[src/verilog/exp_bus_pkg.sv]
// Constants and types shared by the expansion bus controller files.
// Assumes a single 100 MHz clock domain and synchronous active-high reset.
package exp_bus_pkg;
	localparam int NUM_CS = 8;
	localparam int ADDR_W = 24;
	localparam int DATA_W = 16;
	localparam int PHASE_W = 4;
	localparam int NUM_PHASES = 5;
	localparam int SIZE_W = 5;
	// Window size code: bytes = 512 << code, code 0..15 gives 512 B..16 MB
	localparam logic [SIZE_W-1:0] SIZE_CODE_MAX = 5'h0F;
	localparam int MIN_WIN_LOG2 = 9;
	localparam int DSP_CS_FIRST = 4;
	localparam int GPIO_CLK_DIV_W = 8;
	localparam logic [GPIO_CLK_DIV_W-1:0] GPIO_CLK_DIV_RST = 8'h02;
	localparam logic [ADDR_W-1:0] STRAP_RST = 24'h000000;
	localparam logic [PHASE_W-1:0] PHASE_CNT_RST = 4'h0;

	typedef enum logic [5:0] {
		ST_IDLE = 6'b000001,
		ST_ADDR = 6'b000010,
		ST_SETUP = 6'b000100,
		ST_STROBE = 6'b001000,
		ST_HOLD = 6'b010000,
		ST_RECOV = 6'b100000
	} phase_e;

	typedef enum logic [1:0] {
		STYLE_STROBE_RW = 2'h0,
		STYLE_DS_RNW = 2'h1,
		STYLE_DSP_BYTE = 2'h2,
		STYLE_DSP_HALF = 2'h3
	} style_e;
endpackage

[src/verilog/exp_clk_div.sv]
// Programmable clock output for general-purpose pin 15.
// Assumes divisor changes are rare; a change takes effect in the half period already under way.
`timescale 1ns/100ps
module exp_clk_div (
	input wire logic mclk,
	input wire logic rst,
	input wire logic [exp_bus_pkg::GPIO_CLK_DIV_W-1:0] halfPeriod,
	output logic clkOut,
	output logic tick
);
	import exp_bus_pkg::*;

	logic [GPIO_CLK_DIV_W-1:0] cnt_r, cnt_nxt;
	logic clk_r, clk_nxt;
	logic [GPIO_CLK_DIV_W-1:0] limit;

	// Divisor 0 would stall; treat it as 1 so the output never stops
	assign limit = (halfPeriod == '0) ? GPIO_CLK_DIV_W'(1) : halfPeriod;

	always_comb begin
		cnt_nxt = cnt_r + GPIO_CLK_DIV_W'(1);
		clk_nxt = clk_r;
		tick = 1'b0;
		if (cnt_r >= limit - GPIO_CLK_DIV_W'(1)) begin
			cnt_nxt = '0;
			clk_nxt = ~clk_r;
			tick = ~clk_r;
		end
	end

	always_ff @(posedge mclk) begin
		if (rst) begin
			cnt_r <= '0;
			clk_r <= 1'b0;
		end else begin
			cnt_r <= cnt_nxt;
			clk_r <= clk_nxt;
		end
	end

	assign clkOut = clk_r;
endmodule

[src/verilog/exp_bus_ctrl.sv]
// Expansion bus controller: eight chip selects, five-phase accesses, strap capture.
// Assumes the requester holds reqValid with stable fields until reqDone.
`timescale 1ns/100ps
module exp_bus_ctrl #(
	parameter int NCS = exp_bus_pkg::NUM_CS
) (
	input wire logic mclk,
	input wire logic rst,
	// Requester side
	input wire logic reqValid,
	input wire logic reqWrite,
	input wire logic [exp_bus_pkg::ADDR_W-1:0] reqAddr,
	input wire logic [exp_bus_pkg::DATA_W-1:0] reqWdata,
	output logic reqReady,
	output logic reqDone,
	output logic reqMiss,
	output logic [exp_bus_pkg::DATA_W-1:0] reqRdata,
	// Per-select configuration, flattened, then the clock divisor shared by all selects
	input wire logic [NCS-1:0] csEnable,
	input wire logic [NCS*exp_bus_pkg::ADDR_W-1:0] csBase,
	input wire logic [NCS*exp_bus_pkg::SIZE_W-1:0] csSize,
	input wire logic [NCS*exp_bus_pkg::NUM_PHASES*exp_bus_pkg::PHASE_W-1:0] csPhaseLen,
	input wire logic [NCS*2-1:0] csStyle,
	input wire logic [NCS-1:0] csMuxed,
	input wire logic [exp_bus_pkg::GPIO_CLK_DIV_W-1:0] clkHalfPeriod,
	// Expansion pins, then the captured strap value
	output logic [NCS-1:0] csN,
	input wire logic [exp_bus_pkg::ADDR_W-1:0] addrIn,
	output logic [exp_bus_pkg::ADDR_W-1:0] addrOut,
	output logic addrOe,
	input wire logic [exp_bus_pkg::DATA_W-1:0] dataIn,
	output logic [exp_bus_pkg::DATA_W-1:0] dataOut,
	output logic dataOe,
	output logic aleOut,
	output logic rdN,
	output logic wrN,
	output logic rnwOut,
	output logic byteHigh,
	output logic gpio15Out,
	output logic gpio15Oe,
	output logic [exp_bus_pkg::ADDR_W-1:0] strapCfg
);
	import exp_bus_pkg::*;

	// Window match for one select
	function automatic logic inWindow(input logic [ADDR_W-1:0] a, input logic [ADDR_W-1:0] base,
		input logic [SIZE_W-1:0] code);
		logic [ADDR_W-1:0] mask;
		logic [SIZE_W-1:0] c;
		c = (code > SIZE_CODE_MAX) ? SIZE_CODE_MAX : code;
		mask = ~((ADDR_W'(1) << (c + SIZE_W'(MIN_WIN_LOG2))) - ADDR_W'(1));
		inWindow = ((a & mask) == (base & mask));
	endfunction

	phase_e st_r, st_nxt;
	logic [PHASE_W-1:0] cnt_r, cnt_nxt;
	logic [2:0] cs_r, cs_nxt;
	logic half_r, half_nxt;
	logic [DATA_W-1:0] rdata_r, rdata_nxt;
	logic done_r, done_nxt;
	logic miss_r, miss_nxt;
	logic strapTaken_r, strapTaken_nxt;
	logic [ADDR_W-1:0] strap_r, strap_nxt;
	logic [NCS-1:0] hit;
	logic anyHit;
	logic [2:0] hitIdx;
	logic busTick;
	logic [PHASE_W-1:0] curLen;
	logic [1:0] curStyle;
	logic curMuxed;
	logic dspStyle;

	// Expansion timing base; also drives pin 15 as an output from reset
	exp_clk_div u_clk (
		.mclk(mclk),
		.rst(rst),
		.halfPeriod(clkHalfPeriod),
		.clkOut(gpio15Out),
		.tick(busTick)
	);
	assign gpio15Oe = 1'b1;

	// Window decode; lowest select wins an overlap
	genvar g;
	generate
		for (g = 0; g < NCS; g++) begin : g_hit
			assign hit[g] = csEnable[g] && inWindow(reqAddr, csBase[g*ADDR_W +: ADDR_W],
				csSize[g*SIZE_W +: SIZE_W]);
		end
	endgenerate

	always_comb begin
		hitIdx = '0;
		anyHit = 1'b0;
		for (int i = NCS - 1; i >= 0; i--) begin
			if (hit[i]) begin
				hitIdx = 3'(i);
				anyHit = 1'b1;
			end
		end
	end

	assign curStyle = csStyle[cs_r*2 +: 2];
	assign curMuxed = csMuxed[cs_r];
	// Host-port styles only honoured on the upper four selects
	assign dspStyle = curStyle[1] && (cs_r >= 3'(DSP_CS_FIRST));

	always_comb begin
		unique case (st_r)
			ST_ADDR: curLen = csPhaseLen[(cs_r*NUM_PHASES+0)*PHASE_W +: PHASE_W];
			ST_SETUP: curLen = csPhaseLen[(cs_r*NUM_PHASES+1)*PHASE_W +: PHASE_W];
			ST_STROBE: curLen = csPhaseLen[(cs_r*NUM_PHASES+2)*PHASE_W +: PHASE_W];
			ST_HOLD: curLen = csPhaseLen[(cs_r*NUM_PHASES+3)*PHASE_W +: PHASE_W];
			ST_RECOV: curLen = csPhaseLen[(cs_r*NUM_PHASES+4)*PHASE_W +: PHASE_W];
			default: curLen = PHASE_CNT_RST;
		endcase
	end

	// Access sequencer; each phase lasts curLen+1 bus ticks
	always_comb begin
		st_nxt = st_r;
		cnt_nxt = cnt_r;
		cs_nxt = cs_r;
		half_nxt = half_r;
		rdata_nxt = rdata_r;
		done_nxt = 1'b0;
		miss_nxt = 1'b0;
		unique case (st_r)
			ST_IDLE: begin
				if (reqValid && !done_r && !miss_r) begin
					if (anyHit) begin
						st_nxt = ST_ADDR;
						cs_nxt = hitIdx;
						cnt_nxt = PHASE_CNT_RST;
						half_nxt = 1'b0;
					end else begin
						miss_nxt = 1'b1;
					end
				end
			end
			default: begin
				if (busTick) begin
					if (cnt_r >= curLen) begin
						cnt_nxt = PHASE_CNT_RST;
						unique case (st_r)
							ST_ADDR: st_nxt = ST_SETUP;
							ST_SETUP: st_nxt = ST_STROBE;
							ST_STROBE: begin
								st_nxt = ST_HOLD;
								if (!reqWrite) begin
									// Byte host-port only ever reads the low lane
									if (dspStyle && curStyle == STYLE_DSP_BYTE) begin
										if (half_r) begin
											rdata_nxt[DATA_W-1:8] = dataIn[7:0];
										end else begin
											rdata_nxt[7:0] = dataIn[7:0];
										end
									end else begin
										rdata_nxt = dataIn;
									end
								end
							end
							ST_HOLD: st_nxt = ST_RECOV;
							default: begin
								// Byte host-port moves a halfword as two byte strobes
								if (dspStyle && curStyle == STYLE_DSP_BYTE && !half_r) begin
									half_nxt = 1'b1;
									st_nxt = ST_SETUP;
								end else begin
									st_nxt = ST_IDLE;
									done_nxt = 1'b1;
									// Lane flag must not outlive the access
									half_nxt = 1'b0;
								end
							end
						endcase
					end else begin
						cnt_nxt = cnt_r + PHASE_W'(1);
					end
				end
			end
		endcase
	end

	// Strap capture on the first clock after reset release
	always_comb begin
		strapTaken_nxt = 1'b1;
		strap_nxt = strapTaken_r ? strap_r : addrIn;
	end

	always_ff @(posedge mclk) begin
		if (rst) begin
			st_r <= ST_IDLE;
			cnt_r <= PHASE_CNT_RST;
			cs_r <= '0;
			half_r <= 1'b0;
			rdata_r <= '0;
			done_r <= 1'b0;
			miss_r <= 1'b0;
			strapTaken_r <= 1'b0;
			strap_r <= STRAP_RST;
		end else begin
			st_r <= st_nxt;
			cnt_r <= cnt_nxt;
			cs_r <= cs_nxt;
			half_r <= half_nxt;
			rdata_r <= rdata_nxt;
			done_r <= done_nxt;
			miss_r <= miss_nxt;
			strapTaken_r <= strapTaken_nxt;
			strap_r <= strap_nxt;
		end
	end

	assign strapCfg = strap_r;
	assign reqReady = (st_r == ST_IDLE) && !done_r && !miss_r;
	assign reqDone = done_r;
	assign reqMiss = miss_r;
	assign reqRdata = rdata_r;

	// Pin drive; address bus released until straps are taken
	always_comb begin
		logic active;
		logic strobe;
		logic [DATA_W-1:0] wd;
		active = (st_r != ST_IDLE);
		strobe = (st_r == ST_STROBE);
		csN = '1;
		if (active) begin
			csN[cs_r] = 1'b0;
		end
		wd = reqWdata;
		if (dspStyle && curStyle == STYLE_DSP_BYTE) begin
			wd = {8'h00, half_r ? reqWdata[15:8] : reqWdata[7:0]};
		end
		addrOut = active ? reqAddr : '0;
		addrOe = strapTaken_r;
		byteHigh = half_r;
		aleOut = active && curMuxed && (st_r == ST_ADDR);
		// Muxed mode shares low address lines with data
		dataOut = (curMuxed && st_r == ST_ADDR) ? reqAddr[DATA_W-1:0] : wd;
		dataOe = active && ((curMuxed && st_r == ST_ADDR) || (reqWrite && st_r != ST_ADDR && st_r != ST_RECOV));
		if (curStyle == STYLE_STROBE_RW) begin
			rdN = ~(strobe && !reqWrite);
			wrN = ~(strobe && reqWrite);
			rnwOut = 1'b1;
		end else begin
			// Single data strobe plus direction line
			rdN = ~strobe;
			wrN = 1'b1;
			rnwOut = active ? !reqWrite : 1'b1;
		end
	end
endmodule

[config.mk]
export PLATFORM = sky130hd
export DESIGN_NAME = exp_bus_ctrl
export DESIGN_NICKNAME = d
export VERILOG_FILES = /design/src/verilog/exp_bus_pkg.sv /design/src/verilog/exp_clk_div.sv /design/src/verilog/exp_bus_ctrl.sv
export SDC_FILE = /design/constraint.sdc
export NUM_CORES = 1
export LEC_CHECK = 0
export BUFFER_PORTS_ARGS = -buffer_cell sky130_fd_sc_hd__buf_2
export CELL_PAD_IN_SITES_DETAIL_PLACEMENT = 1
export CELL_PAD_IN_SITES_GLOBAL_PLACEMENT = 1
export CORE_AREA = 2 2 243 245
export CTS_BUF_LIST = sky130_fd_sc_hd__clkbuf_8
export CTS_CLUSTER_DIAMETER = 150
export DETAILED_ROUTE_END_ITERATION = 16
export DIE_AREA = 0 0 245 247
export PLACE_DENSITY = 0.55
export SYNTH_ARGS = -nofsm -noshare
export SYNTH_HDL_FRONTEND = slang
export SYNTH_SLANG_ARGS = --single-unit
[constraint.sdc]
create_clock -name mclk -period 5.01 [get_ports mclk]
set_input_delay 0.501 -clock mclk [delete_from_list [all_inputs] [get_ports mclk]]
set_output_delay 0.501 -clock mclk [all_outputs]
set_load 0.1 [all_outputs]
[Word-level counts from Yosys, hierarchy flattened]
Cells that the tools add are included.
Storage, ports and cells
  register bits: 66
  bits of input ports: 516
Cells by class
  $add $sub $neg: 23
  multiply operators: 1
  magnitude comparators: 13
  equality and inequality tests: 23
  shift operators: 14
  multiplexer cells: 65
  bitwise gates (word level): 34
  reduce and logical (&&, ||, !) cells: 43
Operators with widths (number)
  $shiftx A160 B10 Y4: 4
  $and A24 B24 Y24: 16
  $eq A24 B24 Y1: 8
  $not A24 Y24: 8
  $shl A1 B5 Y24 const A: 8
  $sub A24 B2 Y24 const B: 8
  $shiftx A160 B9 Y4: 1
  $mux W16: 3
  $add A5 B4 Y5 const B: 8
  $gt A5 B4 Y1 const B: 8
  $mux W5: 8
  $mux W8: 5
  $mux W6: 5
  $mux W3: 9
  $mux W1: 25
  $logic_and A1 B1 Y1: 24
  $mux W24: 1
  $pmux W6 S4: 1
  $mux W4: 5
  $pmux W4 S5: 1
  $shiftx A16 B5 Y2: 1
  $add A6 B2 Y7 const B: 2
  $reduce_and A6 Y1: 2
  $not A1 Y1: 9
  38 further kinds: 46

[Longest topological paths before layout]
Gate-level depths: netlist of the first run.
  word-level depth: 20
  mapped depth: 22
  gate-level depth less buffers: 18

[Cells and area by module]
A second synthesis of the first run with hierarchy kept.
Second synthesis, totals
  cell total of the unflattened synthesis: 1326
  area, all modules: 9914.5 sq um
Modules (own cells, without submodules)
  exp_bus_ctrl: instances 1, cells each 1244, area an instance 9126.3 sq um
  exp_clk_div: instances 1, cells each 82, area an instance 788.3 sq um

[Least setup slack after synthesis of the first run]
Ideal clock, no wire load.
  path type: register -> output
  from: reg cs_r[0]
  to: out dataOut[0] (netlist bit)
  arrival: 4.338 ns
  required time: 4.509 ns
  path slack: 0.171 ns
  stages on the path, launching flop included: 8
  cells stage by stage: dfxtp_1 -> clkbuf_1 -> mux4_2 -> nand3b_1 -> inv_2 -> nand2_1 -> mux2i_1 -> o21ai_0
Between the ends
  cells in the longest elaborated chain, start to end: 5
RTL lines
  from (decl): RTL line exp_bus_ctrl.sv:57  | logic [2:0] cs_r, cs_nxt;
  from (signal assigned): RTL line exp_bus_ctrl.sv:205  | cs_r <= cs_nxt;
  $shiftx A16 B5 Y2 or $ge A3 B3 Y1 (tied branches): RTL line exp_bus_ctrl.sv:103, exp_bus_ctrl.sv:106
  $eq A2 B2 Y1 or $logic_and A1 B1 Y1 (tied branches): RTL line exp_bus_ctrl.sv:233, exp_bus_ctrl.sv:106
  $logic_and A1 B1 Y1: RTL line exp_bus_ctrl.sv:233  | if (dspStyle && curStyle == STYLE_DSP_BYTE) begin
  $mux W16: RTL line exp_bus_ctrl.sv:233
  $mux W16 (*): RTL line exp_bus_ctrl.sv:241  | dataOut = (curMuxed && st_r == ST_ADDR) ? reqAddr[DATA_W-1:0] : wd;
  to (decl): RTL line exp_bus_ctrl.sv:32  | output logic [exp_bus_pkg::DATA_W-1:0] dataOut,
Mark *: on every way between the ends. The rest lies on a longest branch, timed or not. The select of a mux whose other input is x is not followed.

[Worst setup path in the final report of the first run]
  from: reg st_r[5]
  to: reg st_r[0]
Between the ends
  cells in the longest elaborated chain, start to end: 5
RTL lines
  from (decl): RTL line exp_bus_ctrl.sv:55  | phase_e st_r, st_nxt;
  from (signal assigned): RTL line exp_bus_ctrl.sv:203  | st_r <= st_nxt;
  $eq A6 B6 Y1, or another cell as far along: RTL line exp_bus_ctrl.sv:109  | unique case (st_r)
  $pmux W4 S5 or $pmux W6 S4 (tied branches): RTL line exp_bus_ctrl.sv:109, exp_bus_ctrl.sv:145
  $ge A4 B4 Y1 or $mux W6 (tied branches): RTL line exp_bus_ctrl.sv:143  | if (cnt_r >= curLen) begin
  $reduce_bool A2 Y1 (no line) or $mux W6 (tied branches)
  $reduce_and A4 Y1 (no line) or $mux W6 (tied branches)
Parallel ways exist; a longest one is shown, timed or not. The select of a mux whose other input is x is not followed.
A chain may end at the register's enable or synchronous reset.

==> metrics, run 1 <==
CTS tree done; via density per instance around 4.7; clock transition at the register clock pins on the worst setup and hold paths after CTS approximately 0.08 ns; Fmax 212 MHz; worst min-delay path class primary input to register; Internal Dissipation about 1.2 mW; Max rail drop VDD 113 uV; H-tree Lvls 3; proportion of netlist area held by the largest area contributor approximately 14%; Avg WL per Cell 21.2 um; result of the run finished clean; number of routed nets with antenna violations 0; number of synthesized register bits 66; sinks on the clock net 66; post-route worst hold slack 0.370 ns; final clock period utilization by the worst path 94.3%; post-placement setup slack about 0.25 ns; Detail Placement HPWL 44,700 um; Seq pwr share between 20% and 30%; core area slightly below 0.06 sq mm; CP endpoint kind register; actual slew at the worst max-slew pin between 0.7 and 0.8 ns; GPL Wtd Cong roughly 0.9; crit path max fanout 26; simple logic cell fraction of the synthesized area about a quarter; Synth Instances roughly 1,200; area fraction in compound gates after synthesis 27.3%; unrepaired setup endpoints after global routing no; critical path start-end classification register to register; Power, Total 2.06 mW; standard-cell rows 89; Post-Synth XOR/XNOR Area between 15 and 20%; total of warnings raised by yosys 0; Die Area 0.0605 sq mm; maximum number of pins on one net before global-route repair 60; kind of launch point of the worst setup path register; Total Nets Final 2,305; share of final-layout standard cells stronger than drive strength 1 a little under two fifths; initial antenna violation count 11; Initial Utilization roughly 16%; summed negative setup slack over all endpoints 0 ns; power per unit of standard cell area 156 mW/mm^2; mux contribution to synthesized area slightly below 9%; Main synth FF type sky130_fd_sc_hd__dfxtp_1; sum of routed wire length over all layers 54,000 um; final setup skew around 0.013 ns; MaxCap Viol Count 0; net load switching power slightly below 900 uW; combinational share of power a little under 50%; horizontal die dimension around 250 um; DRT Pass-1 Iters 5; worst-case clock buffer depth 2; global-route total usage across every layer between 10% and 20%; number of port buffers roughly 580; max_slew headroom 46.7%; netlist area before placement between 0.009 and 0.01 sq mm; library cell with the largest summed area after synthesis sky130_fd_sc_hd__dfxtp_1; largest cells by area after synthesis sky130_fd_sc_hd__dfxtp_1 (14%), sky130_fd_sc_hd__xnor2_1 (8.6%), sky130_fd_sc_hd__xor2_1 (7.9%), sky130_fd_sc_hd__mux2i_1 (6.4%), sky130_fd_sc_hd__nor2_1 (4.7%); distinct cell type count after synthesis about 90; crit path DAT a little under 5 ns; Synth Area in Adders approximately 3.2%; Final min period approximately 4.7 ns; endpoints failing hold 0; clock network fraction of total power 24.9%; die boundary height approximately 250 um; latest clock arrival within the worst-skew pair roughly 0.36 ns; max-slew violation count 0; wire length of the first global-routing pass between 70,000 and 80,000 um; Worst EP required between 5 and 6 ns; number of buffers created by CTS 9; smallest setup slack after layout ~0.28 ns; leading cell type in the layout, fill and taps excluded sky130_fd_sc_hd__buf_2; FFs w/ async S/R, synth 0%; sequential area share after synthesis 14.4%; post-detailed-route DRC marker count 0; proportion of total power due to net switching between 40% and 50%; remaining global-route overflow 0; # setup viols final 0; Ports just over 600; Area Overhead vs Synth 43.6%; Root Buffer Master sky130_fd_sc_hd__clkbuf_8; count of flip-flops with a built-in enable after synthesis 0; vias after detailed routing about 12,000; initial DRC count between 500 and 600; Static Leakage between 5 and 6 nW; mean instance size in the synthesized netlist 7.41 sq um; commonest cells after routing, fill and taps aside sky130_fd_sc_hd__buf_2 (582), sky130_fd_sc_hd__nor2_1 (114), sky130_fd_sc_hd__nand2_1 (110); largest family of logic cells by synthesized area compound AO/OA/AOI/OAI gates; vias in the first global route 12,448
## cell families after synthesis
logic type	after synthesis
and+or+nand+nor	421
adders and majority gates	24
buffers and inverters	138
other	1
muxes	69
AOI/OAI and AO/OA	348
xor gates and xnor gates	173
DFF	66
## registers in the layout, summed over array words and instances, names as in the netlist
signal	cells
cnt_r	4
reqDone	1
reqRdata	16
addrOe	1
strapCfg	24
reqMiss	1
u_clk.clkOut	1
st_r	6
byteHigh	1
cs_r	3
u_clk.cnt_r	8
## cells in the mapped netlist, types with 11 or more instances
library cell	n
sky130_fd_sc_hd__a211oi_1	15
sky130_fd_sc_hd__a21oi_1	45
sky130_fd_sc_hd__a221oi_1	19
sky130_fd_sc_hd__a22o_1	20
sky130_fd_sc_hd__a22oi_1	37
sky130_fd_sc_hd__and2_1	27
sky130_fd_sc_hd__clkbuf_1	97
sky130_fd_sc_hd__dfxtp_1	66
sky130_fd_sc_hd__ha_1	23
sky130_fd_sc_hd__inv_1	24
sky130_fd_sc_hd__mux2i_1	59
sky130_fd_sc_hd__nand2_1	110
sky130_fd_sc_hd__nand3_1	31
sky130_fd_sc_hd__nand4_1	22
sky130_fd_sc_hd__nor2_1	115
sky130_fd_sc_hd__nor3_1	20
sky130_fd_sc_hd__nor4_1	11
sky130_fd_sc_hd__o21ai_0	69
sky130_fd_sc_hd__xnor2_1	90
sky130_fd_sc_hd__xor2_1	83
## timing repair
action / 4_1_cts / 5_1_grt
hold buffers: 0 / 0
resized for setup: 0 / 2
buffers inserted: 0 / 3
endpoints found under the setup margin: 0 / 7
## power by group through the flow
stage | sequential, mW | clock, mW | combinational, mW
2_1_floorplan | 0.652 | 0 | 0.509
3_3_place_gp | 0.563 | 0 | 0.975
3_5_place_dp | 0.564 | 0 | 0.986
4_1_cts | 0.551 | 0.535 | 0.991
5_1_grt | 0.553 | 0.563 | 1.07
6_report | 0.551 | 0.514 | 0.997
## worst max-delay path, stage by stage (launching register included)
cell and delay (ns):
sky130_fd_sc_hd__dfxtp_1 0.38, sky130_fd_sc_hd__or4_1 0.59, sky130_fd_sc_hd__nor3b_2 0.28, sky130_fd_sc_hd__buf_12 0.22
sky130_fd_sc_hd__nor4_2 0.07, sky130_fd_sc_hd__buf_12 0.16, sky130_fd_sc_hd__a2111oi_1 0.52, sky130_fd_sc_hd__a41oi_1 0.09
sky130_fd_sc_hd__a21oi_1 0.22, sky130_fd_sc_hd__a221oi_1 0.12, sky130_fd_sc_hd__ha_1 0.32, sky130_fd_sc_hd__nand2b_1 0.15
sky130_fd_sc_hd__a21o_1 0.18, sky130_fd_sc_hd__a21o_1 0.17, sky130_fd_sc_hd__a211o_1 0.40, sky130_fd_sc_hd__o21ai_0 0.18
sky130_fd_sc_hd__a41oi_4 0.11, sky130_fd_sc_hd__buf_4 0.22, sky130_fd_sc_hd__mux2i_1 0.15, sky130_fd_sc_hd__nand2_1 0.07
## metrics by stage
stage	util [%]	instance area (sq um)	instances
6_report	22.7	13200	2548
4_1_cts	22.6	13100	2541
2_1_floorplan	-	9250	1256
5_1_grt	22.6	13200	2547
3_3_place_gp	22.2	12900	2525
3_5_place_dp	22.2	12900	2525
## final timing paths
check / startpoint / end / slack [ns] / cells after the start
worst max-delay path: st_r[5]$_SDFFE_PP0P_ / st_r[0]$_SDFFE_PP1P_ / 0.28 / 19
worst min-delay path: addrIn[0] / strapCfg[0]$_SDFFE_PP0N_ / 0.37 / 3
worst max register to register: st_r[5]$_SDFFE_PP0P_ / st_r[0]$_SDFFE_PP1P_ / 0.28 / 19
worst min register to register: u_clk.cnt_r[0]$_SDFF_PP0_ / u_clk.cnt_r[0]$_SDFF_PP0_ / 0.48 / 1
## area by class of cell
| class | count | area, sq um |
|---|---|---|
| antenna | 4 | 10.0 |
| clock buffer | 9 | 124 |
| clock inverter | 7 | 93.8 |
| fill | 7261 | 45000 |
| inverter | 26 | 97.6 |
| multi-input combinational | 1052 | 7370 |
| sequential | 66 | 1320 |
| tap | 773 | 967 |
| timing repair buffer | 611 | 3210 |
## layer usage
layer,track usage [%],wire [um],up-vias
met5,0,58,-
li1,-,-,5617
met2,31.1,27200,476
met4,5.42,1500,8
met3,3.06,3510,73
met1,19.7,21800,5735
Note: power is estimated with default switching activity, not from simulation.
==> run 2, diff against run 1 <==
Settings changed: CELL_PAD_IN_SITES_GLOBAL_PLACEMENT 1 to 2, CORE_AREA 2 2 243 245 to 2 2 240 242, DIE_AREA 0 0 245 247 to 0 0 242 244, PLACE_DENSITY 0.55 to default, PLACE_DENSITY_LB_ADDON from default to 0.3.
==> run 2 against run 1 <==
Net effect:
- clock skew is 0.0024 ns higher
- sequential power hardly changed
- die area is 2.4% lower
- non-clock buffer count is 1 lower
- largest cell class unchanged
- critical path type unchanged
==> metrics, run 2 (same netlist as run 1, synthesis figures left out) <==
result of the run finished clean (unchanged); critical path start-end classification register to register (unchanged); MaxCap Viol Count 0 (unchanged); Total Nets Final 2,304 (was 2,305); H-tree Lvls 3 (unchanged); cell depth of the worst flop-to-flop path 17 (was 19); final clock period utilization by the worst path 91.4% (was 94.3%); actual slew at the worst max-slew pin 0.946 ns (was 0.791 ns); commonest cells after routing, fill and taps aside sky130_fd_sc_hd__buf_2 (574), sky130_fd_sc_hd__nor2_1 (114), sky130_fd_sc_hd__nand2_1 (110) (was sky130_fd_sc_hd__buf_2 (582), sky130_fd_sc_hd__nor2_1 (114), sky130_fd_sc_hd__nand2_1 (110)); global routing met2 resource utilization 32.9% (was 31.1%); worst min-delay path class primary input to register (unchanged); Internal Dissipation 1.21 mW (was 1.18 mW); proportion of total power due to net switching 41.8% (was 42.7%); global-route track usage on met3 3.17% (was 3.06%); via density per instance 4.69 (was 4.67); CP endpoint kind register (unchanged); critical path launch point st_r[3]$_SDFFE_PP0P_ (was st_r[5]$_SDFFE_PP0P_); flip-flop count of the largest register after layout 24 (unchanged); total placed instance area 0.0130 sq mm (was 0.0129 sq mm); post-route worst hold slack 0.377 ns (was 0.370 ns); Avg WL per Cell 21.5 um (was 21.2 um); combinational share of power 48.2% (was 48.3%); Final min period 4.58 ns (was 4.73 ns); Static Leakage 5.92 nW (was 5.89 nW); net load switching power 865 uW (was 880 uW); final setup skew 0.0153 ns (was 0.0129 ns); Fmax 218 MHz (was 212 MHz); number of buffers created by CTS 9 (unchanged); Root Buffer Master sky130_fd_sc_hd__clkbuf_8 (unchanged); summed negative setup slack over all endpoints 0 ns (unchanged); horizontal die dimension 242 um (was 245 um); clock transition at the register clock pins on the worst setup and hold paths after CTS 0.08 ns (about the same); source of the worst register-to-register timing path st_r[3]$_SDFFE_PP0P_ (was st_r[5]$_SDFFE_PP0P_); DRT Pass-1 Iters 5 (unchanged); vias after detailed routing 11,858 (was 11,909); endpoints failing hold 0 (unchanged); Ports 616 (unchanged); Post-CTS Repair Setup Buffers 0 (unchanged); Worst Setup EP cnt_r[2]$_SDFFE_PP0P_ (was st_r[0]$_SDFFE_PP1P_); smallest setup slack after layout 0.429 ns (was 0.285 ns); Area Overhead vs Synth 44.6% (was 43.6%); GPL Wtd Cong 0.887 (was 0.901); maximum number of pins on one net before global-route repair 60 (unchanged); initial antenna violation count 6 (was 11); latest clock arrival within the worst-skew pair 0.35 ns (was 0.36 ns); initial DRC count 579 (was 522); wire length of the first global-routing pass 79,800 um (was 77,900 um); CTS tree done (unchanged); post-placement setup slack 0.0808 ns (was 0.245 ns); share of final-layout standard cells stronger than drive strength 1 37.8% (about the same); sinks on the clock net 66 (unchanged); vias in the first global route 12,343 (was 12,448); Power, Total 2.07 mW (was 2.06 mW); critical register-to-register path endpoint cnt_r[2]$_SDFFE_PP0P_ (was st_r[0]$_SDFFE_PP1P_); clock network fraction of total power 25.2% (was 24.9%); power per unit of standard cell area 156 mW/mm^2 (about the same); Seq pwr share 26.6% (was 26.7%); Die Area 0.0590 sq mm (was 0.0605 sq mm); core area 0.0562 sq mm (was 0.0582 sq mm); die boundary height 244 um (was 247 um); Max rail drop VDD 112 uV (was 113 uV); Worst EP required 5.25 ns (was 5.26 ns); Final Instance Area 0.0133 sq mm (was 0.0132 sq mm); Detail Placement HPWL 44,900 um (was 44,700 um); unrepaired setup endpoints after global routing no (unchanged); # hold bufs at CTS 0 (unchanged); sum of routed wire length over all layers 54,500 um (was 54,000 um); leading cell type in the layout, fill and taps excluded sky130_fd_sc_hd__buf_2 (unchanged); max-slew violation count 0 (unchanged); met1 demand-to-capacity share in global routing 21.2% (was 19.7%); crit path DAT 4.82 ns (was 4.97 ns); max_slew headroom 36.4% (was 46.7%); worst-case clock buffer depth 2 (unchanged); number of routed nets with antenna violations 0 (unchanged); crit path max fanout 35 (was 26); Initial Utilization 16.4% (was 15.8%); # setup viols final 0 (unchanged); standard-cell rows 87 (was 89); Most Crowded Layer GR met2 (unchanged); number of port buffers 582 (unchanged); remaining global-route overflow 0 (unchanged); flop-to-flop setup slack 0.43 ns (was 0.28 ns); post-detailed-route DRC marker count 0 (unchanged); global-route total usage across every layer 17.6% (was 16.9%); kind of launch point of the worst setup path register (unchanged)
[run 2: cell count changes in the layout (fill, tap and decap cells not counted), sizes merged]
cell    before  now
clkbuf       9   10
buf        611  610
diode        4    5
clkinv       3    4
inv         27   25
[run 2: worst min path at each step]
stage	start	to	slack [ns]	cells past startpoint
floorplan	u_clk.cnt_r[0]$_SDFF_PP0_	u_clk.cnt_r[0]$_SDFF_PP0_	0.44	1
global placement	u_clk.cnt_r[0]$_SDFF_PP0_	u_clk.cnt_r[0]$_SDFF_PP0_	0.47	1
detailed placement	u_clk.cnt_r[0]$_SDFF_PP0_	u_clk.cnt_r[0]$_SDFF_PP0_	0.47	1
CTS	addrIn[15]	strapCfg[15]$_SDFFE_PP0N_	0.35	3
global route	addrIn[4]	strapCfg[4]$_SDFFE_PP0N_	0.37	3
finish	addrIn[1]	strapCfg[1]$_SDFFE_PP0N_	0.38	3
[run 2: metal layers]
layer	up-vias	routed length [um]
met3	40	3050
met4	4	715
li1	5620	-
met1	5736	22600
met5	-	26
met2	458	28100
[run 2: power groups by stage]
stage	Clock, mW	Sequential [mW]	Combinational (mW)
floorplan	0	0.652	0.509
global placement	0	0.563	0.990
detailed placement	0	0.563	0.996
CTS	0.542	0.551	1.00
global route	0.568	0.554	1.08
finish	0.522	0.551	0.999
[run 2: timing repair]
action	in CTS	in global routing
endpoints found under the hold margin	0	0
gates resized for setup	0	6
setup endpoints to repair	0	25
[run 2: cell type report]
| class | count | area [sq um] |
|---|---|---|
| Multi-Input combinational cell | 1052 | 7390 |
| Fill cell | 7038 | 42900 |
| Clock inverter | 6 | 90.1 |
| Antenna cell | 5 | 12.5 |
| Tap cell | 756 | 946 |
| Sequential cell | 66 | 1320 |
| Clock buffer | 10 | 138 |
| Timing Repair Buffer | 610 | 3290 |
| Inverter | 26 | 97.6 |
[run 2: worst max-delay path, stage by stage, from the launching register on]
cell and delay [ns]:
sky130_fd_sc_hd__dfxtp_1 0.39, sky130_fd_sc_hd__or4_1 0.56, sky130_fd_sc_hd__nor3b_2 0.28, sky130_fd_sc_hd__buf_12 0.24, sky130_fd_sc_hd__nor4_4 0.12, sky130_fd_sc_hd__a2111oi_1 0.45
sky130_fd_sc_hd__buf_4 0.19, sky130_fd_sc_hd__a41oi_1 0.04, sky130_fd_sc_hd__a21oi_1 0.23, sky130_fd_sc_hd__a221oi_1 0.10, sky130_fd_sc_hd__ha_1 0.30, sky130_fd_sc_hd__nand2b_1 0.14
sky130_fd_sc_hd__a21o_1 0.18, sky130_fd_sc_hd__a21o_1 0.17, sky130_fd_sc_hd__a211o_1 0.39, sky130_fd_sc_hd__buf_4 0.18, sky130_fd_sc_hd__or4_1 0.40, sky130_fd_sc_hd__o311ai_0 0.10
[run 2: through the flow]
| step | utilization (%) | std cells |
|---|---|---|
| after global placement | 23.2 | 2510 |
| final | 23.7 | 2531 |
| after global routing | 23.6 | 2526 |
| after detailed placement | 23.2 | 2510 |
| after CTS | 23.6 | 2526 |
| after floorplan | - | 1256 |
==> run 3, diff against run 2 <==
Settings changed: CELL_PAD_IN_SITES_DETAIL_PLACEMENT 1 to 2, CORE_AREA 2 2 240 242 to 2 2 242 244, DIE_AREA 0 0 242 244 to 0 0 244 246.
Clock period 5.01 ns to 5.4 ns, I/O delays scaled along.
==> run 3 against run 2 <==
Net effect:
- cell area shrank 1.0%
- sequential power shrank 7.3%
- largest cell class unchanged
- utilization shrank 0.73 points
- critical endpoint is now byteHigh$_SDFFE_PP0P_
- global-route usage grew 0.33 points
- maximum frequency shrank 2.4%
==> metrics, run 3 (same netlist as run 1, synthesis figures left out) <==
result of the run finished clean (unchanged); Total Nets Final 2,296 (was 2,304); initial antenna violation count 6 (unchanged); CTS tree done (unchanged); crit path DAT 4.94 ns (was 4.82 ns); Ports 616 (unchanged); leading cell type in the layout, fill and taps excluded sky130_fd_sc_hd__buf_2 (unchanged); sinks on the clock net 66 (unchanged); max_slew headroom 33.4% (was 36.4%); hold path start addrIn[14] (was addrIn[1]); # setup viols final 0 (unchanged); Area Overhead vs Synth 43.1% (was 44.6%); Static Leakage 5.85 nW (was 5.92 nW); latest clock arrival within the worst-skew pair 0.36 ns (was 0.35 ns); global-route total usage across every layer 17.9% (was 17.6%); number of port buffers 582 (unchanged); endpoints failing hold 0 (unchanged); actual slew at the worst max-slew pin 0.997 ns (was 0.946 ns); proportion of total power due to net switching 43.5% (was 41.8%); flip-flop count of the largest register after layout 24 (unchanged); vias in the first global route 12,862 (was 12,343); Internal Dissipation 1.07 mW (was 1.21 mW); share of final-layout standard cells stronger than drive strength 1 37.4% (was 37.8%); M1 wire length 23,500 um (was 22,600 um); worst hold endpoint strapCfg[14]$_SDFFE_PP0N_ (was strapCfg[1]$_SDFFE_PP0N_); Seq pwr share 27.0% (was 26.6%); unrepaired setup endpoints after global routing no (unchanged); post-cts gate resize count 0 (unchanged); commonest cells after routing, fill and taps aside sky130_fd_sc_hd__buf_2 (574), sky130_fd_sc_hd__nor2_1 (114), sky130_fd_sc_hd__nand2_1 (110) (unchanged); Die Area 0.0600 sq mm (was 0.0590 sq mm); crit path max fanout 35 (unchanged); kind of launch point of the worst setup path register (unchanged); clock network fraction of total power 23.6% (was 25.2%); DRT Pass-1 Iters 5 (unchanged); Final min period 4.69 ns (was 4.58 ns); critical register-to-register path endpoint byteHigh$_SDFFE_PP0P_ (was cnt_r[2]$_SDFFE_PP0P_); final clock period utilization by the worst path 86.9% (was 91.4%); summed negative setup slack over all endpoints 0 ns (unchanged); MaxCap Viol Count 0 (unchanged); standard-cell rows 88 (was 87); net load switching power 824 uW (was 865 uW); power per unit of standard cell area 144 mW/mm^2 (was 156 mW/mm^2); number of routed nets with antenna violations 0 (unchanged); CP endpoint kind register (unchanged); GPL Wtd Cong 0.875 (was 0.887); wire length of the first global-routing pass 82,100 um (was 79,800 um); horizontal die dimension 244 um (was 242 um); core area 0.0574 sq mm (was 0.0562 sq mm); cell depth of the worst flop-to-flop path 16 (was 17); Max rail drop VDD 107 uV (was 112 uV); Worst EP required 5.65 ns (was 5.25 ns); sum of routed wire length over all layers 56,700 um (was 54,500 um); Detail Placement HPWL 47,000 um (was 44,900 um); final core utilization 22.9% (was 23.7%); critical path start-end classification register to register (unchanged); detailed-routed wire length on met2 28,800 um (was 28,100 um); vias after detailed routing 11,958 (was 11,858); highest metal layer used by the detailed router met5 (unchanged); combinational share of power 49.4% (was 48.2%); remaining global-route overflow 0 (unchanged); die boundary height 246 um (was 244 um); Fmax 213 MHz (was 218 MHz); post-detailed-route DRC marker count 0 (unchanged); met3 wirelength from detailed routing 3120 um (was 3050 um); Root Buffer Master sky130_fd_sc_hd__clkbuf_8 (unchanged); flop-to-flop setup slack 0.71 ns (was 0.43 ns); clock transition at the register clock pins on the worst setup and hold paths after CTS 0.09 ns (was 0.08 ns); number of buffers created by CTS 9 (unchanged); maximum number of pins on one net before global-route repair 60 (unchanged); H-tree Lvls 3 (unchanged); Initial Utilization 16.0% (was 16.4%); initial DRC count 503 (was 579); # hold bufs at CTS 0 (unchanged); max-slew violation count 0 (unchanged); via density per instance 4.72 (was 4.69); worst min-delay path class primary input to register (unchanged); worst-case clock buffer depth 2 (unchanged); source of the worst register-to-register timing path st_r[1]$_SDFFE_PP0P_ (was st_r[3]$_SDFFE_PP0P_); Avg WL per Cell 22.4 um (was 21.5 um); hold path cells 3 (unchanged); final setup skew 0.0129 ns (was 0.0153 ns); Post-CTS Repair Setup Buffers 0 (unchanged)
-- run 3: cell type report --
| class | count | area, sq um |
|---|---|---|
| diodes | 5 | 12.5 |
| clock buffers | 10 | 138 |
| clock inverters | 6 | 65.1 |
| fillers | 6889 | 44200 |
| inverters | 26 | 97.6 |
| multi-input cells | 1052 | 7360 |
| flip-flops and latches | 66 | 1320 |
| well taps | 765 | 957 |
| repair buffers | 602 | 3200 |
-- run 3: worst max path at each step --
stage                               startpoint               endpoint  slack, ns  cells after the start
after global routing      st_r[5]$_SDFFE_PP0P_  byteHigh$_SDFFE_PP0P_       0.38                     15
after detailed placement  st_r[5]$_SDFFE_PP0P_  byteHigh$_SDFFE_PP0P_       0.67                     15
after floorplan           cs_r[0]$_SDFFE_PP0P_             dataOut[0]       0.52                      7
after global placement    st_r[5]$_SDFFE_PP0P_  byteHigh$_SDFFE_PP0P_       0.76                     15
final                     st_r[1]$_SDFFE_PP0P_  byteHigh$_SDFFE_PP0P_       0.71                     16
after CTS                 st_r[5]$_SDFFE_PP0P_  byteHigh$_SDFFE_PP0P_       0.62                     15
-- run 3: power groups by stage --
stage	sequential (mW)	combinational [mW]	clock, mW
after floorplan	0.605	0.473	0
after global placement	0.522	0.914	0
after detailed placement	0.523	0.930	0
after CTS	0.511	0.935	0.463
after global routing	0.513	1.01	0.485
final	0.511	0.937	0.448
-- run 3: per-stage QoR --
step	setup slack, ns	hold WS (ns)	instance area, sq um	power, mW	std cells
floorplan	0.522	0.437	9250	1.08	1256
global placement	0.759	0.468	12900	1.44	2511
detailed placement	0.668	0.487	12900	1.45	2511
CTS	0.620	0.394	13100	1.91	2527
global route	0.383	0.404	13100	2.01	2528
finish	0.708	0.413	13200	1.90	2532
-- run 3: worst max-delay path, stage by stage, from the launching register on --
cell                       delay, ns
sky130_fd_sc_hd__dfxtp_1        0.42
sky130_fd_sc_hd__nor4_1         0.51
sky130_fd_sc_hd__and3b_1        0.28
sky130_fd_sc_hd__buf_4          0.39
sky130_fd_sc_hd__a22o_1         0.23
sky130_fd_sc_hd__a221oi_1       0.05
sky130_fd_sc_hd__mux4_2         0.50
sky130_fd_sc_hd__mux2i_1        0.21
sky130_fd_sc_hd__o21ai_0        0.12
sky130_fd_sc_hd__ha_1           0.29
sky130_fd_sc_hd__a21o_1         0.11
sky130_fd_sc_hd__a21o_1         0.11
sky130_fd_sc_hd__a211o_1        0.29
sky130_fd_sc_hd__o21ai_0        0.21
sky130_fd_sc_hd__a41oi_4        0.43
sky130_fd_sc_hd__nand2_1        0.11
sky130_fd_sc_hd__a32o_1         0.29
-- run 3: layer usage --
layer  GRT usage, %  vias to the layer above
met1           21.6                     5838
met2           33.1                      461
met5              0                        -
met4           4.72                        6
li1               -                     5599
met3           2.64                       54
